[config.mk]
export PLATFORM = sky130hd
export DESIGN_NAME = dts_top
export DESIGN_NICKNAME = d
export VERILOG_FILES = /design/src/common/dts_pkg.sv /design/src/design/dts_top.sv
export SDC_FILE = /design/constraint.sdc
export NUM_CORES = 1
export LEC_CHECK = 0
export ABC_CLOCK_PERIOD_IN_PS = 2400
export BUFFER_PORTS_ARGS = -buffer_cell sky130_fd_sc_hd__buf_2
export CORE_MARGIN = 1.5
export CORE_UTILIZATION = 30
export CTS_CLUSTER_SIZE = 10
export DETAILED_ROUTE_END_ITERATION = 6
export GPL_ROUTABILITY_DRIVEN = 0
export PLACE_DENSITY = 0.65
export REMOVE_ABC_BUFFERS = 1
export SLEW_MARGIN = 0
export SYNTH_ARGS = -nofsm -noshare
export SYNTH_HDL_FRONTEND = slang
export SYNTH_SLANG_ARGS = --single-unit
[constraint.sdc]
create_clock -name core_clk -period 2.4 [get_ports core_clk]
set_input_delay 0.24 -clock core_clk [delete_from_list [all_inputs] [get_ports core_clk]]
set_output_delay 0.24 -clock core_clk [all_outputs]
set_load 0.01 [all_outputs]
[src/common/dts_pkg.sv]
// Purpose: constants for the debug trigger and status block
// Assumes: axi4-lite register bus, 32-bit data, one word per register
// Notes:   register offsets are chosen locally
package dts_pkg;
   localparam logic [7:0] OFF_CONTROL = 8'h00;
   localparam logic [7:0] OFF_TRIGGER = 8'h04;
   localparam logic [7:0] OFF_STATUS  = 8'h08;
   localparam logic [7:0] OFF_IRQ_STS = 8'h0c;
   localparam logic [7:0] OFF_IRQ_MSK = 8'h10;
   // control register fields
   localparam int CTL_ENABLE_BIT = 7;
   localparam int CTL_RUN_BIT    = 6;
   localparam logic [7:0] CTL_WMASK = 8'hc0;
   // trigger configuration fields
   localparam int TRG_TYPE_BIT  = 7;
   localparam int TRG_BEGIN_BIT = 6;
   localparam logic [7:0] TRG_WMASK = 8'hcf;
   localparam logic [7:0] TRG_RESET = 8'h00;
   // status fields
   localparam int STS_A_BIT   = 7;
   localparam int STS_B_BIT   = 6;
   localparam int STS_RUN_BIT = 5;
   // interrupt status fields
   localparam int IRQ_DONE_BIT = 0;
   localparam int IRQ_A_BIT    = 1;
   localparam int IRQ_B_BIT    = 2;
   localparam logic [2:0] IRQ_RESET = 3'h0;
   localparam logic [3:0] CNT_MAX = 4'h8;
   localparam logic [1:0] RESP_OKAY   = 2'h0;
   localparam logic [1:0] RESP_SLVERR = 2'h2;
   typedef enum logic [3:0] {
      DTS_A_ONLY      = 4'b0000,
      DTS_A_OR_B      = 4'b0001,
      DTS_A_THEN_B    = 4'b0010,
      DTS_EV_B        = 4'b0011,
      DTS_A_THEN_EV_B = 4'b0100,
      DTS_A_AND_B     = 4'b0101,
      DTS_A_NOT_B     = 4'b0110,
      DTS_INSIDE      = 4'b0111,
      DTS_OUTSIDE     = 4'b1000
   } dts_mode_e;
endpackage

[src/design/dts_top.sv]
// Purpose: trigger configuration and run status of a bus-capture debug unit
// Assumes: comparator, opcode tracking and fifo fill inputs are synchronous
// Notes:   registers reached over axi4-lite
`timescale 1ns/1ps
module dts_top (
   input  wire logic        core_clk,
   input  wire logic        rst,
   input  wire logic [7:0]  s_axi_awaddr,
   input  wire logic        s_axi_awvalid,
   output logic             s_axi_awready,
   input  wire logic [31:0] s_axi_wdata,
   input  wire logic [3:0]  s_axi_wstrb,
   input  wire logic        s_axi_wvalid,
   output logic             s_axi_wready,
   output logic [1:0]       s_axi_bresp,
   output logic             s_axi_bvalid,
   input  wire logic        s_axi_bready,
   input  wire logic [7:0]  s_axi_araddr,
   input  wire logic        s_axi_arvalid,
   output logic             s_axi_arready,
   output logic [31:0]      s_axi_rdata,
   output logic [1:0]       s_axi_rresp,
   output logic             s_axi_rvalid,
   input  wire logic        s_axi_rready,
   input  wire logic        secure_state,
   input  wire logic        cmp_a_match,
   input  wire logic        cmp_b_match,
   input  wire logic        cmp_a_exec,
   input  wire logic        cmp_b_exec,
   input  wire logic        addr_ge_a,
   input  wire logic        addr_le_b,
   input  wire logic        addr_valid,
   input  wire logic        fifo_word_stored,
   input  wire logic        fifo_full,
   output logic             trigger_q,
   output logic             capture_enable_q,
   output logic             begin_trace_q,
   output logic             event_only_q,
   output logic             high_byte_zero_q,
   output logic             run_start_q,
   output logic             irq_q
);

   ////////////////////////////////////////////////////////////////////////////
   // state
   logic [7:0] ctl_q;
   logic [7:0] trg_q;
   logic       flag_a_q;
   logic       flag_b_q;
   logic [3:0] cnt_q;
   logic       a_seen_q;
   logic [2:0] irq_sts_q;
   logic [2:0] irq_msk_q;
   logic       aw_hold_q;
   logic       w_hold_q;
   logic [7:0] aw_addr_q;
   logic [31:0] w_data_q;
   logic [3:0] w_strb_q;

   logic       armed;
   logic [3:0] mode;
   logic       ev_only;
   logic       begin_tr;
   logic       hit_a;
   logic       hit_b;
   logic       trig;
   logic       run_done;
   logic       wr_go;
   logic       rd_go;
   logic [7:0] wbyte;
   logic       ctl_wr;
   logic       start;
   logic       stop_manual;
   logic       trg_wr;
   logic [2:0] irq_clr;

   function automatic logic is_event_only(input logic [3:0] m);
      return (m == dts_pkg::DTS_EV_B) || (m == dts_pkg::DTS_A_THEN_EV_B);
   endfunction

   function automatic logic [7:0] merge(input logic [7:0] old, input logic [7:0] nw,
                                        input logic [7:0] msk);
      return (old & ~msk) | (nw & msk);
   endfunction

   function automatic logic [7:0] s_axi_wstrb_sel(input logic [31:0] d, input logic [3:0] s);
      return s[0] ? d[7:0] : 8'h00;
   endfunction

   function automatic logic addr_is(input logic [7:0] a, input logic [7:0] off);
      return a == off;
   endfunction

   function automatic logic [7:0] status_byte(input logic fa, input logic fb, input logic arm,
                                               input logic [3:0] c);
      return {fa, fb, arm, 1'b0, c};
   endfunction

   ////////////////////////////////////////////////////////////////////////////
   // trigger decode
   assign armed    = ctl_q[dts_pkg::CTL_ENABLE_BIT] & ctl_q[dts_pkg::CTL_RUN_BIT];
   assign mode     = trg_q[3:0];
   assign ev_only  = is_event_only(mode);
   assign begin_tr = ev_only | trg_q[dts_pkg::TRG_BEGIN_BIT];
   assign hit_a    = trg_q[dts_pkg::TRG_TYPE_BIT] ? cmp_a_exec : cmp_a_match;
   assign hit_b    = trg_q[dts_pkg::TRG_TYPE_BIT] ? cmp_b_exec : cmp_b_match;

   always_comb begin
      case (mode)
         dts_pkg::DTS_A_ONLY:      trig = hit_a;
         dts_pkg::DTS_A_OR_B:      trig = hit_a | hit_b;
         dts_pkg::DTS_A_THEN_B:    trig = a_seen_q & hit_b;
         dts_pkg::DTS_EV_B:        trig = hit_b;
         dts_pkg::DTS_A_THEN_EV_B: trig = a_seen_q & hit_b;
         dts_pkg::DTS_A_AND_B:     trig = hit_a & hit_b;
         dts_pkg::DTS_A_NOT_B:     trig = hit_a & ~hit_b;
         dts_pkg::DTS_INSIDE:      trig = addr_valid & addr_ge_a & addr_le_b;
         dts_pkg::DTS_OUTSIDE:     trig = addr_valid & ~(addr_ge_a & addr_le_b);
         default:                  trig = 1'b0;
      endcase
   end

   assign run_done = armed & (begin_tr ? fifo_full : trig);

   ////////////////////////////////////////////////////////////////////////////
   // axi4-lite handshake
   assign wr_go = aw_hold_q & w_hold_q & ~s_axi_bvalid;
   assign rd_go = s_axi_arvalid & s_axi_arready;
   assign wbyte = s_axi_wstrb_sel(w_data_q, w_strb_q);
   assign ctl_wr = wr_go & addr_is(aw_addr_q, dts_pkg::OFF_CONTROL) & w_strb_q[0];
   assign start = ctl_wr & ~armed & wbyte[dts_pkg::CTL_RUN_BIT]
                  & (wbyte[dts_pkg::CTL_ENABLE_BIT] & ~secure_state);
   assign stop_manual = ctl_wr & armed
                        & ~(wbyte[dts_pkg::CTL_RUN_BIT] & wbyte[dts_pkg::CTL_ENABLE_BIT]);
   assign trg_wr = wr_go & addr_is(aw_addr_q, dts_pkg::OFF_TRIGGER) & w_strb_q[0]
                   & ~ctl_q[dts_pkg::CTL_RUN_BIT];
   assign irq_clr = (wr_go & addr_is(aw_addr_q, dts_pkg::OFF_IRQ_STS)) ? wbyte[2:0] : 3'h0;

   always_ff @(posedge core_clk) begin
      if (rst) begin
         s_axi_awready <= 1'b0;
         aw_hold_q     <= 1'b0;
         aw_addr_q     <= 8'h00;
      end else begin
         s_axi_awready <= ~aw_hold_q & ~s_axi_awready & s_axi_awvalid;
         if (s_axi_awvalid & s_axi_awready) begin
            aw_hold_q <= 1'b1;
            aw_addr_q <= {s_axi_awaddr[7:2], 2'b00};
         end else if (wr_go) begin
            aw_hold_q <= 1'b0;
         end
      end
   end

   always_ff @(posedge core_clk) begin
      if (rst) begin
         s_axi_wready <= 1'b0;
         w_hold_q     <= 1'b0;
         w_data_q     <= 32'h0000_0000;
         w_strb_q     <= 4'h0;
      end else begin
         s_axi_wready <= ~w_hold_q & ~s_axi_wready & s_axi_wvalid;
         if (s_axi_wvalid & s_axi_wready) begin
            w_hold_q <= 1'b1;
            w_data_q <= s_axi_wdata;
            w_strb_q <= s_axi_wstrb;
         end else if (wr_go) begin
            w_hold_q <= 1'b0;
         end
      end
   end

   always_ff @(posedge core_clk) begin
      if (rst) begin
         s_axi_bvalid <= 1'b0;
         s_axi_bresp  <= dts_pkg::RESP_OKAY;
      end else if (wr_go) begin
         s_axi_bvalid <= 1'b1;
         s_axi_bresp  <= (aw_addr_q > dts_pkg::OFF_IRQ_MSK) ? dts_pkg::RESP_SLVERR
                                                           : dts_pkg::RESP_OKAY;
      end else if (s_axi_bready) begin
         s_axi_bvalid <= 1'b0;
      end
   end

   always_ff @(posedge core_clk) begin
      if (rst) begin
         s_axi_arready <= 1'b0;
         s_axi_rvalid  <= 1'b0;
         s_axi_rdata   <= 32'h0000_0000;
         s_axi_rresp   <= dts_pkg::RESP_OKAY;
      end else begin
         s_axi_arready <= ~s_axi_arready & ~s_axi_rvalid & s_axi_arvalid;
         if (rd_go) begin
            s_axi_rvalid <= 1'b1;
            s_axi_rresp  <= dts_pkg::RESP_OKAY;
            case ({s_axi_araddr[7:2], 2'b00})
               dts_pkg::OFF_CONTROL: s_axi_rdata <= {24'h000000, ctl_q};
               dts_pkg::OFF_TRIGGER: s_axi_rdata <= {24'h000000, trg_q};
               dts_pkg::OFF_STATUS:  begin
                  s_axi_rdata <= {24'h000000, status_byte(flag_a_q, flag_b_q, armed,
                                                          cnt_q)};
               end
               dts_pkg::OFF_IRQ_STS: s_axi_rdata <= {29'h00000000, irq_sts_q};
               dts_pkg::OFF_IRQ_MSK: s_axi_rdata <= {29'h00000000, irq_msk_q};
               default: begin
                  s_axi_rdata <= 32'h0000_0000;
                  s_axi_rresp <= dts_pkg::RESP_SLVERR;
               end
            endcase
         end else if (s_axi_rready) begin
            s_axi_rvalid <= 1'b0;
         end
      end
   end

   ////////////////////////////////////////////////////////////////////////////
   // control register
   always_ff @(posedge core_clk) begin
      if (rst) begin
         ctl_q <= 8'h00;
      end else if (ctl_wr) begin
         ctl_q <= merge(ctl_q, wbyte, dts_pkg::CTL_WMASK);
         if (secure_state) begin
            ctl_q[dts_pkg::CTL_ENABLE_BIT] <= 1'b0;
         end
      end else if (run_done) begin
         ctl_q[dts_pkg::CTL_RUN_BIT] <= 1'b0;
      end
   end

   ////////////////////////////////////////////////////////////////////////////
   // trigger configuration
   always_ff @(posedge core_clk) begin
      if (rst) begin
         trg_q <= dts_pkg::TRG_RESET;
      end else if (trg_wr) begin
         trg_q <= merge(trg_q, wbyte, dts_pkg::TRG_WMASK);
      end
   end

   ////////////////////////////////////////////////////////////////////////////
   // status flags and count (no bus write path)
   always_ff @(posedge core_clk) begin
      if (rst) begin
         flag_a_q <= 1'b0;
         flag_b_q <= 1'b0;
         a_seen_q <= 1'b0;
      end else if (start) begin
         flag_a_q <= 1'b0;
         flag_b_q <= 1'b0;
         a_seen_q <= 1'b0;
      end else if (armed) begin
         if (hit_a) begin
            flag_a_q <= 1'b1;
            a_seen_q <= 1'b1;
         end
         if (hit_b) begin
            flag_b_q <= 1'b1;
         end
      end
   end

   always_ff @(posedge core_clk) begin
      if (rst) begin
         cnt_q <= 4'h0;
      end else if (start) begin
         cnt_q <= 4'h0;
      end else if (armed && fifo_word_stored && cnt_q != dts_pkg::CNT_MAX) begin
         cnt_q <= cnt_q + 4'h1;
      end
   end

   ////////////////////////////////////////////////////////////////////////////
   // interrupts: done, match a, match b; write one to clear, set wins
   always_ff @(posedge core_clk) begin
      if (rst) begin
         irq_sts_q <= dts_pkg::IRQ_RESET;
         irq_msk_q <= dts_pkg::IRQ_RESET;
      end else begin
         irq_sts_q <= (irq_sts_q & ~irq_clr)
                      | {armed & hit_b, armed & hit_a, run_done};
         if (wr_go && addr_is(aw_addr_q, dts_pkg::OFF_IRQ_MSK)) begin
            irq_msk_q <= wbyte[2:0];
         end
      end
   end

   ////////////////////////////////////////////////////////////////////////////
   // registered outputs toward the fifo, comparators and interrupt line
   always_ff @(posedge core_clk) begin
      if (rst) begin
         trigger_q        <= 1'b0;
         capture_enable_q <= 1'b0;
         begin_trace_q    <= 1'b0;
         event_only_q     <= 1'b0;
         high_byte_zero_q <= 1'b0;
         run_start_q      <= 1'b0;
         irq_q            <= 1'b0;
      end else begin
         trigger_q        <= armed & trig;
         capture_enable_q <= armed & ~run_done & ~stop_manual;
         begin_trace_q    <= begin_tr;
         event_only_q     <= ev_only;
         high_byte_zero_q <= ev_only;
         run_start_q      <= start;
         irq_q            <= |(irq_sts_q & irq_msk_q);
      end
   end

endmodule // dts_top

* Word-level counts from Yosys, hierarchy flattened *
Cells that the tools add are included.

operators by class
  $add $sub $neg = 1
  $mul = 0
  div/mod/pow operators = 0
  $lt $le $gt $ge = 1
  equal/unequal tests = 16
  shifts and indexed selects = 0
  mux-type cells = 19
  bitwise operators = 61
  reduce and logical (&&, ||, !) cells = 18

operator list
  kind                                                 count
  one-hot mux 8 bit (5 select lines)                   1
  bitwise AND 1 bit                                    38
  equality test 6 x 2 -> 1 bit, second input constant  3
  equality test 4 x 3 -> 1 bit, second input constant  4
  bitwise OR 6 x 8 -> 8 bit                            2
  NOT 1 bit                                            15
  2-to-1 mux 1 bit                                     13
  equality test 6 x 1 -> 1 bit, second input constant  2
  equality test 6 x 3 -> 1 bit, second input constant  2
  nonzero test 2 bit                                   5
  equality test 4 x 2 -> 1 bit, second input constant  2
  > comparator 8 x 5 -> 1 bit, second input constant   1
  logical NOT 8 bit                                    1
  2-to-1 mux 8 bit                                     1
  one-hot mux 1 bit (8 select lines)                   1
  bitwise AND 3 bit                                    2
  logical NOT 6 bit                                    1
  OR reduction 5 bit                                   1
  adder 4 x 1 -> 4 bit, second input constant          1
  equality test 4 x 1 -> 1 bit, second input constant  1
  equality test 4 bit, second input constant           1
  logical NOT 4 bit                                    1
  2-to-1 mux 2 bit                                     2
  != test 4 bit, second input constant                 1
  other kinds (9)                                      14

word-level totals
  register bits after elaboration = 92
  latch bits = 0
  bits in writable memories = 0
  memory bits (read-only) = 0
  bits of input ports = 69
  output and inout bits = 48
  logic and storage cells = 143
  memories kept = 0

* Longest topological paths before layout *
  depth after elaboration = 9
  depth in mapped cells = 6
  depth with buffers taken out = 6

* Least setup slack after synthesis *
Ideal clock, no wire load.

  path kind = register -> register
  start point = register aw_addr_q[5]
  end point = register cnt_q[0]
  setup time = 0.115 ns
  arrival time = 1.638 ns
  data required time = 2.285 ns
  path slack = 0.647 ns
  cell stages (with the launch flop) = 6
  buffers on the path = 0
  period minus slack after synthesis = 1.753 ns
  path through = dfxtp_1 > or3_4 > nand4bb_4 > or4b_4 > nand2b_4 > nor2_1

between the ends
  longest elaborated chain between the ends = 7

RTL lines
  what                                 line            source
  start: declaration                   dts_top.sv:56   logic [7:0] aw_addr_q;
  start signal: assignment             dts_top.sv:148  aw_addr_q <= {s_axi_awaddr[7:2], 2'b00};
  logical NOT 8 bit                    dts_top.sv:91   return a == off;
  bitwise AND 1 bit (2 in a row)       dts_top.sv:130  assign ctl_wr = wr_go & addr_is(aw_addr_q, dts_pkg::OFF_CONTROL) & w_strb_q[0];
  bitwise AND 1 bit (2 in a row)       dts_top.sv:131  assign start = ctl_wr & ~armed & wbyte[dts_pkg::CTL_RUN_BIT]
  bitwise AND 1 bit                    dts_top.sv:132  & (wbyte[dts_pkg::CTL_ENABLE_BIT] & ~secure_state);
  OR reduction 2 bit (no source line)  -
  end signal: assignment               dts_top.sv:270  cnt_q <= cnt_q + 4'h1;
  end: declaration                     dts_top.sv:50   logic [3:0] cnt_q;

No other way between the ends.
A chain may end at the register's enable or synchronous reset.

* Worst setup path after layout *
  start point = register trg_q[7]
  end point = register capture_enable_q

between the ends
  longest elaborated chain between the ends = 9
  elaborated cells between the ends (all ways) = 13
  classes of those cells = mux: 4; bitwise: 9

RTL lines
  what                                  line            source
  start: declaration                    dts_top.sv:47   logic [7:0] trg_q;
  start signal: assignment              dts_top.sv:236  trg_q <= dts_pkg::TRG_RESET;
  start signal: assignment              dts_top.sv:238  trg_q <= merge(trg_q, wbyte, dts_pkg::TRG_WMASK);
  2-to-1 mux 1 bit                      dts_top.sv:106  assign hit_b = trg_q[dts_pkg::TRG_TYPE_BIT] ? cmp_b_exec : cmp_b_match;
  NOT 1 bit                             dts_top.sv:116  dts_pkg::DTS_A_NOT_B: trig = hit_a & ~hit_b;
  bitwise AND 1 bit                     dts_top.sv:116
  one-hot mux 1 bit (8 select lines) *  dts_top.sv:109  case (mode)
  2-to-1 mux 1 bit *                    dts_top.sv:123  assign run_done = armed & (begin_tr ? fifo_full : trig);
  bitwise AND 1 bit *                   dts_top.sv:123
  NOT 1 bit *                           dts_top.sv:302  capture_enable_q <= armed & ~run_done & ~stop_manual;
  bitwise AND 1 bit * (2 in a row)      dts_top.sv:302
  end signal: assignment                dts_top.sv:302
  end: declaration                      dts_top.sv:36   output logic capture_enable_q,

Mark *: on every way between the ends. The rest lies on a longest branch, timed or not.

==> run_results.csv <==
group,metric,value,unit
worst_hold_path,hp-start,"s_axi_awaddr[7]",
placement,io_buffer_count,57,
yosys,synth.distinct_cells,49,
route,routed_wire_length_per_instance,12.3,um
route,post-route-drc-count,0,
yosys,postSynthAreaPerCell,8.37,um2
floorplanning,die_height,97.3,um
global_routing,globalRouteOverflowTotal,0,
critical_path,critical_path.endpoint_type,"flop",
yosys,number_of_enable_type_register_cells_in_the_synthesized_netlist,0,
timing,maxClockFrequency,501,MHz
clocking,cts_repair_resize_count,0,
power_and_ir_drop,vdd_drop_max,0.278,mV
critical_path,r2r_slack,0.40,ns
cells_and_area,design.final.nets,438,
critical_path,reg2reg_from,"trg_q[7]$_SDFFE_PP0P_",
critical_path,reg2regPathDepth,5,
cells_and_area,n_antenna_cell,0,
yosys,synth.yosys.warnings,0,
critical_path,setup.worst_path.start_class,"flop",
clocking,cts_setup_buffers,0,
power_and_ir_drop,pwr_density_cell,538,mW/mm2
floorplanning,design.die.area,0.00947,mm2
global_routing,first_global_vias,2085,
clocking,cts_hold_buffers,0,
timing,final_setup_violation_count,0,
route,ant_nets,0,
timing,max_slew_headroom,62.1,%
floorplanning,placementRows,34,
timing,layout_min_cycle_time,2.00,ns
timing,worst_slew_pin_slew,0.569,ns
outcome,run_status,"completed",
critical_path,crit_path_class,"reg -> reg",
yosys,dominantRegCellSynth,"sky130_fd_sc_hd__dfxtp_1",
route,dr.pass1.iters,5,
yosys,post_synth_inst_count,319,
cells_and_area,share_of_cells_above_drive_strength_1,21.2,%
yosys,netlist.top_cell.by_area,"sky130_fd_sc_hd__dfxtp_1",
critical_path,worst-endpoint-arrival,2.21,ns
timing,fin_tns_setup,0,ns
clocking,clkSinkCount,56,
yosys,asyncSetResetFlopFracSynth,0,%
timing,timing_max_transition_violations_final,0,
yosys,netlist_top_cells_area,"sky130_fd_sc_hd__dfxtp_1 42%, sky130_fd_sc_hd__buf_4 7.6%, sky130_fd_sc_hd__a21oi_1 6.0%, sky130_fd_sc_hd__nand2_1 5.5%, sky130_fd_sc_hd__nand3_1 5.1%",
worst_hold_path,holdCritPathClass,"in -> reg",
clocking,clk_latency,0.31,ns
yosys,synth.yosys.seq_area_share,42.0,%
route,via_per_inst,4.87,
clocking,clkSlewWorstSetupHoldPaths,0.10,ns
floorplanning,die_width,97.3,um
clocking,cts.htree.levels,2,
worst_hold_path,min_delay_worst_endpoint,"aw_addr_q[7]$_SDFFE_PP0P_",
yosys,synth.top_cell.area_share,42.0,%
timing,skew,0.00577,ns
critical_path,worstPathMaxFanout,5,
floorplanning,fp.coreArea,0.00868,mm2
route,vias,2318,
global_routing,grt_pass1_wl,9790,um
power_and_ir_drop,p_leak,1.19,nW
clocking,cts-root-buf,"sky130_fd_sc_hd__clkbuf_8",
timing,finalCritPeriodShare,83.2,%
floorplanning,initial_core_util,30.8,%
clocking,cts_tree,"built",
cells_and_area,area_growth_syn_to_layout,13.4,%
global_routing,grt_antenna_before_repair,0,
critical_path,worstReg2RegEnd,"capture_enable_q$_SDFF_PP0_",
worst_hold_path,hold_depth,3,
clocking,cts_inserted_buffers,5,
timing,rsz0062_at_grt,"false",
yosys,synth.cell_area,0.00267,mm2
yosys,synth-seq-cells,56,
floorplanning,design.portCount,117,
global_routing,grt_max_degree,32,
placement,dp_hpwl,4480,um
flow_run,drv.max_cap_violation_count,0,
global_routing,overall_global_routing_resource_usage,12.4,%
cells_and_area,final.fill_count,952,
critical_path,critical_path_required,2.61,ns
timing,final_hold_viol_count,0,
power_and_ir_drop,fin_total_pwr,1.63,mW
route,postRouteWirelength,5830,um
clocking,max-clock-path-buffers,2,
route,iteration_0_drc_markers,98,
==> cells by family (layout without fill, tap and decap cells) <==
logic type / Yosys count / in the layout / synth area share, %
mux: 10 / 10 / 3.84
simple gates: 133 / 133 / 25.9
flops: 56 / 56 / 42.0
xor+xnor: 4 / 4 / 1.31
fa+ha+maj: 2 / 2 / 0.937
compound gates: 63 / 63 / 15.0
buf+inv: 50 / 74 / 10.9
other cells: 1 / 26 / 0.141
==> worst max-delay path: stages (launching register included) <==
cell,delay [ns]
sky130_fd_sc_hd__dfxtp_1,0.46
sky130_fd_sc_hd__mux2_2,0.41
sky130_fd_sc_hd__o2111ai_1,0.19
sky130_fd_sc_hd__a21boi_0,0.30
sky130_fd_sc_hd__nand3_1,0.21
sky130_fd_sc_hd__a2111oi_2,0.32
==> where the power goes <==
part	internal (mW)	total, mW	switching (mW)
combinational	0.0507	0.134	0.0830
sequential	0.944	0.962	0.0181
clock	0.231	0.530	0.299
==> cells in the final DEF, fill, tap and decap left out, drive strengths merged, types with 2 or more instances in the layout <==
cell and n:
inv 7, nand2 39, a2111oi 2, nor4b 4
mux2i 8, clkbuf 6, a21oi 32, nor4 3
nor2b 4, buf 59, a31oi 3, and2 3
xnor2 2, a32oi 4, a22oi 3, ha 2
conb 26, nand3 27, nor3b 2, o21ai 6
nand4 3, clkinv 2, xor2 2, nand2b 4
or4b 2, a211oi 4, nor3 5, dfxtp 56
mux2 2, nor2 32
==> state kept, by name, summed over array words and instances, names as in the netlist, 2 cells and up <==
register,flops
cnt_q,4
irq_msk_q,3
irq_sts_q,3
ctl_q,2
aw_addr_q,6
s_axi_rdata,8
trg_q,6
w_data_q,6
==> how the worst max path moves through the flow <==
stage	cells past startpoint	start	to
finish	5	trg_q[7]$_SDFFE_PP0P_	capture_enable_q$_SDFF_PP0_
global route	5	trg_q[7]$_SDFFE_PP0P_	capture_enable_q$_SDFF_PP0_
CTS	5	trg_q[7]$_SDFFE_PP0P_	capture_enable_q$_SDFF_PP0_
detailed placement	5	trg_q[7]$_SDFFE_PP0P_	capture_enable_q$_SDFF_PP0_
global placement	5	trg_q[7]$_SDFFE_PP0P_	capture_enable_q$_SDFF_PP0_
floorplan	5	aw_addr_q[5]$_SDFFE_PP0P_	cnt_q[0]$_SDFFE_PP0P_
==> metrics by stage <==
| step | util (%) | instances | setup WS [ns] | cell area, um2 | hold WS (ns) |
|---|---|---|---|---|---|
| after floorplan | - | 301 | 0.647 | 2500 | 0.309 |
| after global placement | 33.8 | 468 | 0.493 | 2930 | 0.440 |
| after detailed placement | 33.8 | 468 | 0.433 | 2930 | 0.446 |
| after CTS | 34.9 | 476 | 0.403 | 3030 | 0.169 |
| after global routing | 34.9 | 476 | 0.332 | 3030 | 0.173 |
| final | 34.9 | 476 | 0.402 | 3030 | 0.175 |
==> routing by layer <==
metal  share of wire, %  routed length, um  GRT usage, %
met1                 47               2760          16.4
met5                  0                  0             0
met4                1.4                 79          3.52
met2                 43               2530          19.3
met3                7.8                457          4.17
==> cell usage after synthesis, types with 3 or more instances <==
library cell and number:
sky130_fd_sc_hd__clkbuf_1 12, sky130_fd_sc_hd__nor2b_1 4, sky130_fd_sc_hd__nand2b_1 3, sky130_fd_sc_hd__nand3_1 27, sky130_fd_sc_hd__nor3_1 5, sky130_fd_sc_hd__o21ai_0 6, sky130_fd_sc_hd__and2_1 3, sky130_fd_sc_hd__buf_4 27
sky130_fd_sc_hd__a22oi_1 3, sky130_fd_sc_hd__nand4_1 3, sky130_fd_sc_hd__nand2_1 39, sky130_fd_sc_hd__dfxtp_1 56, sky130_fd_sc_hd__inv_1 7, sky130_fd_sc_hd__mux2i_1 8, sky130_fd_sc_hd__a211oi_1 4, sky130_fd_sc_hd__nor4b_1 4
sky130_fd_sc_hd__nor2_1 32, sky130_fd_sc_hd__a32oi_1 4, sky130_fd_sc_hd__a21oi_1 32, sky130_fd_sc_hd__a31oi_1 3
==> final cells by class <==
| type | count | area, um2 | area share (%) |
|---|---|---|---|
| multi-input cells | 238 | 1350 | 44.6 |
| flip-flops and latches | 56 | 1120 | 37.1 |
| repair buffers | 59 | 300 | 9.93 |
| well taps | 108 | 135 | 4.47 |
| clock buffers | 6 | 82.6 | 2.73 |
| inverters | 7 | 26.3 | 0.868 |
| clock inverters | 2 | 10.0 | 0.331 |
(Power assumes the default switching activity.)
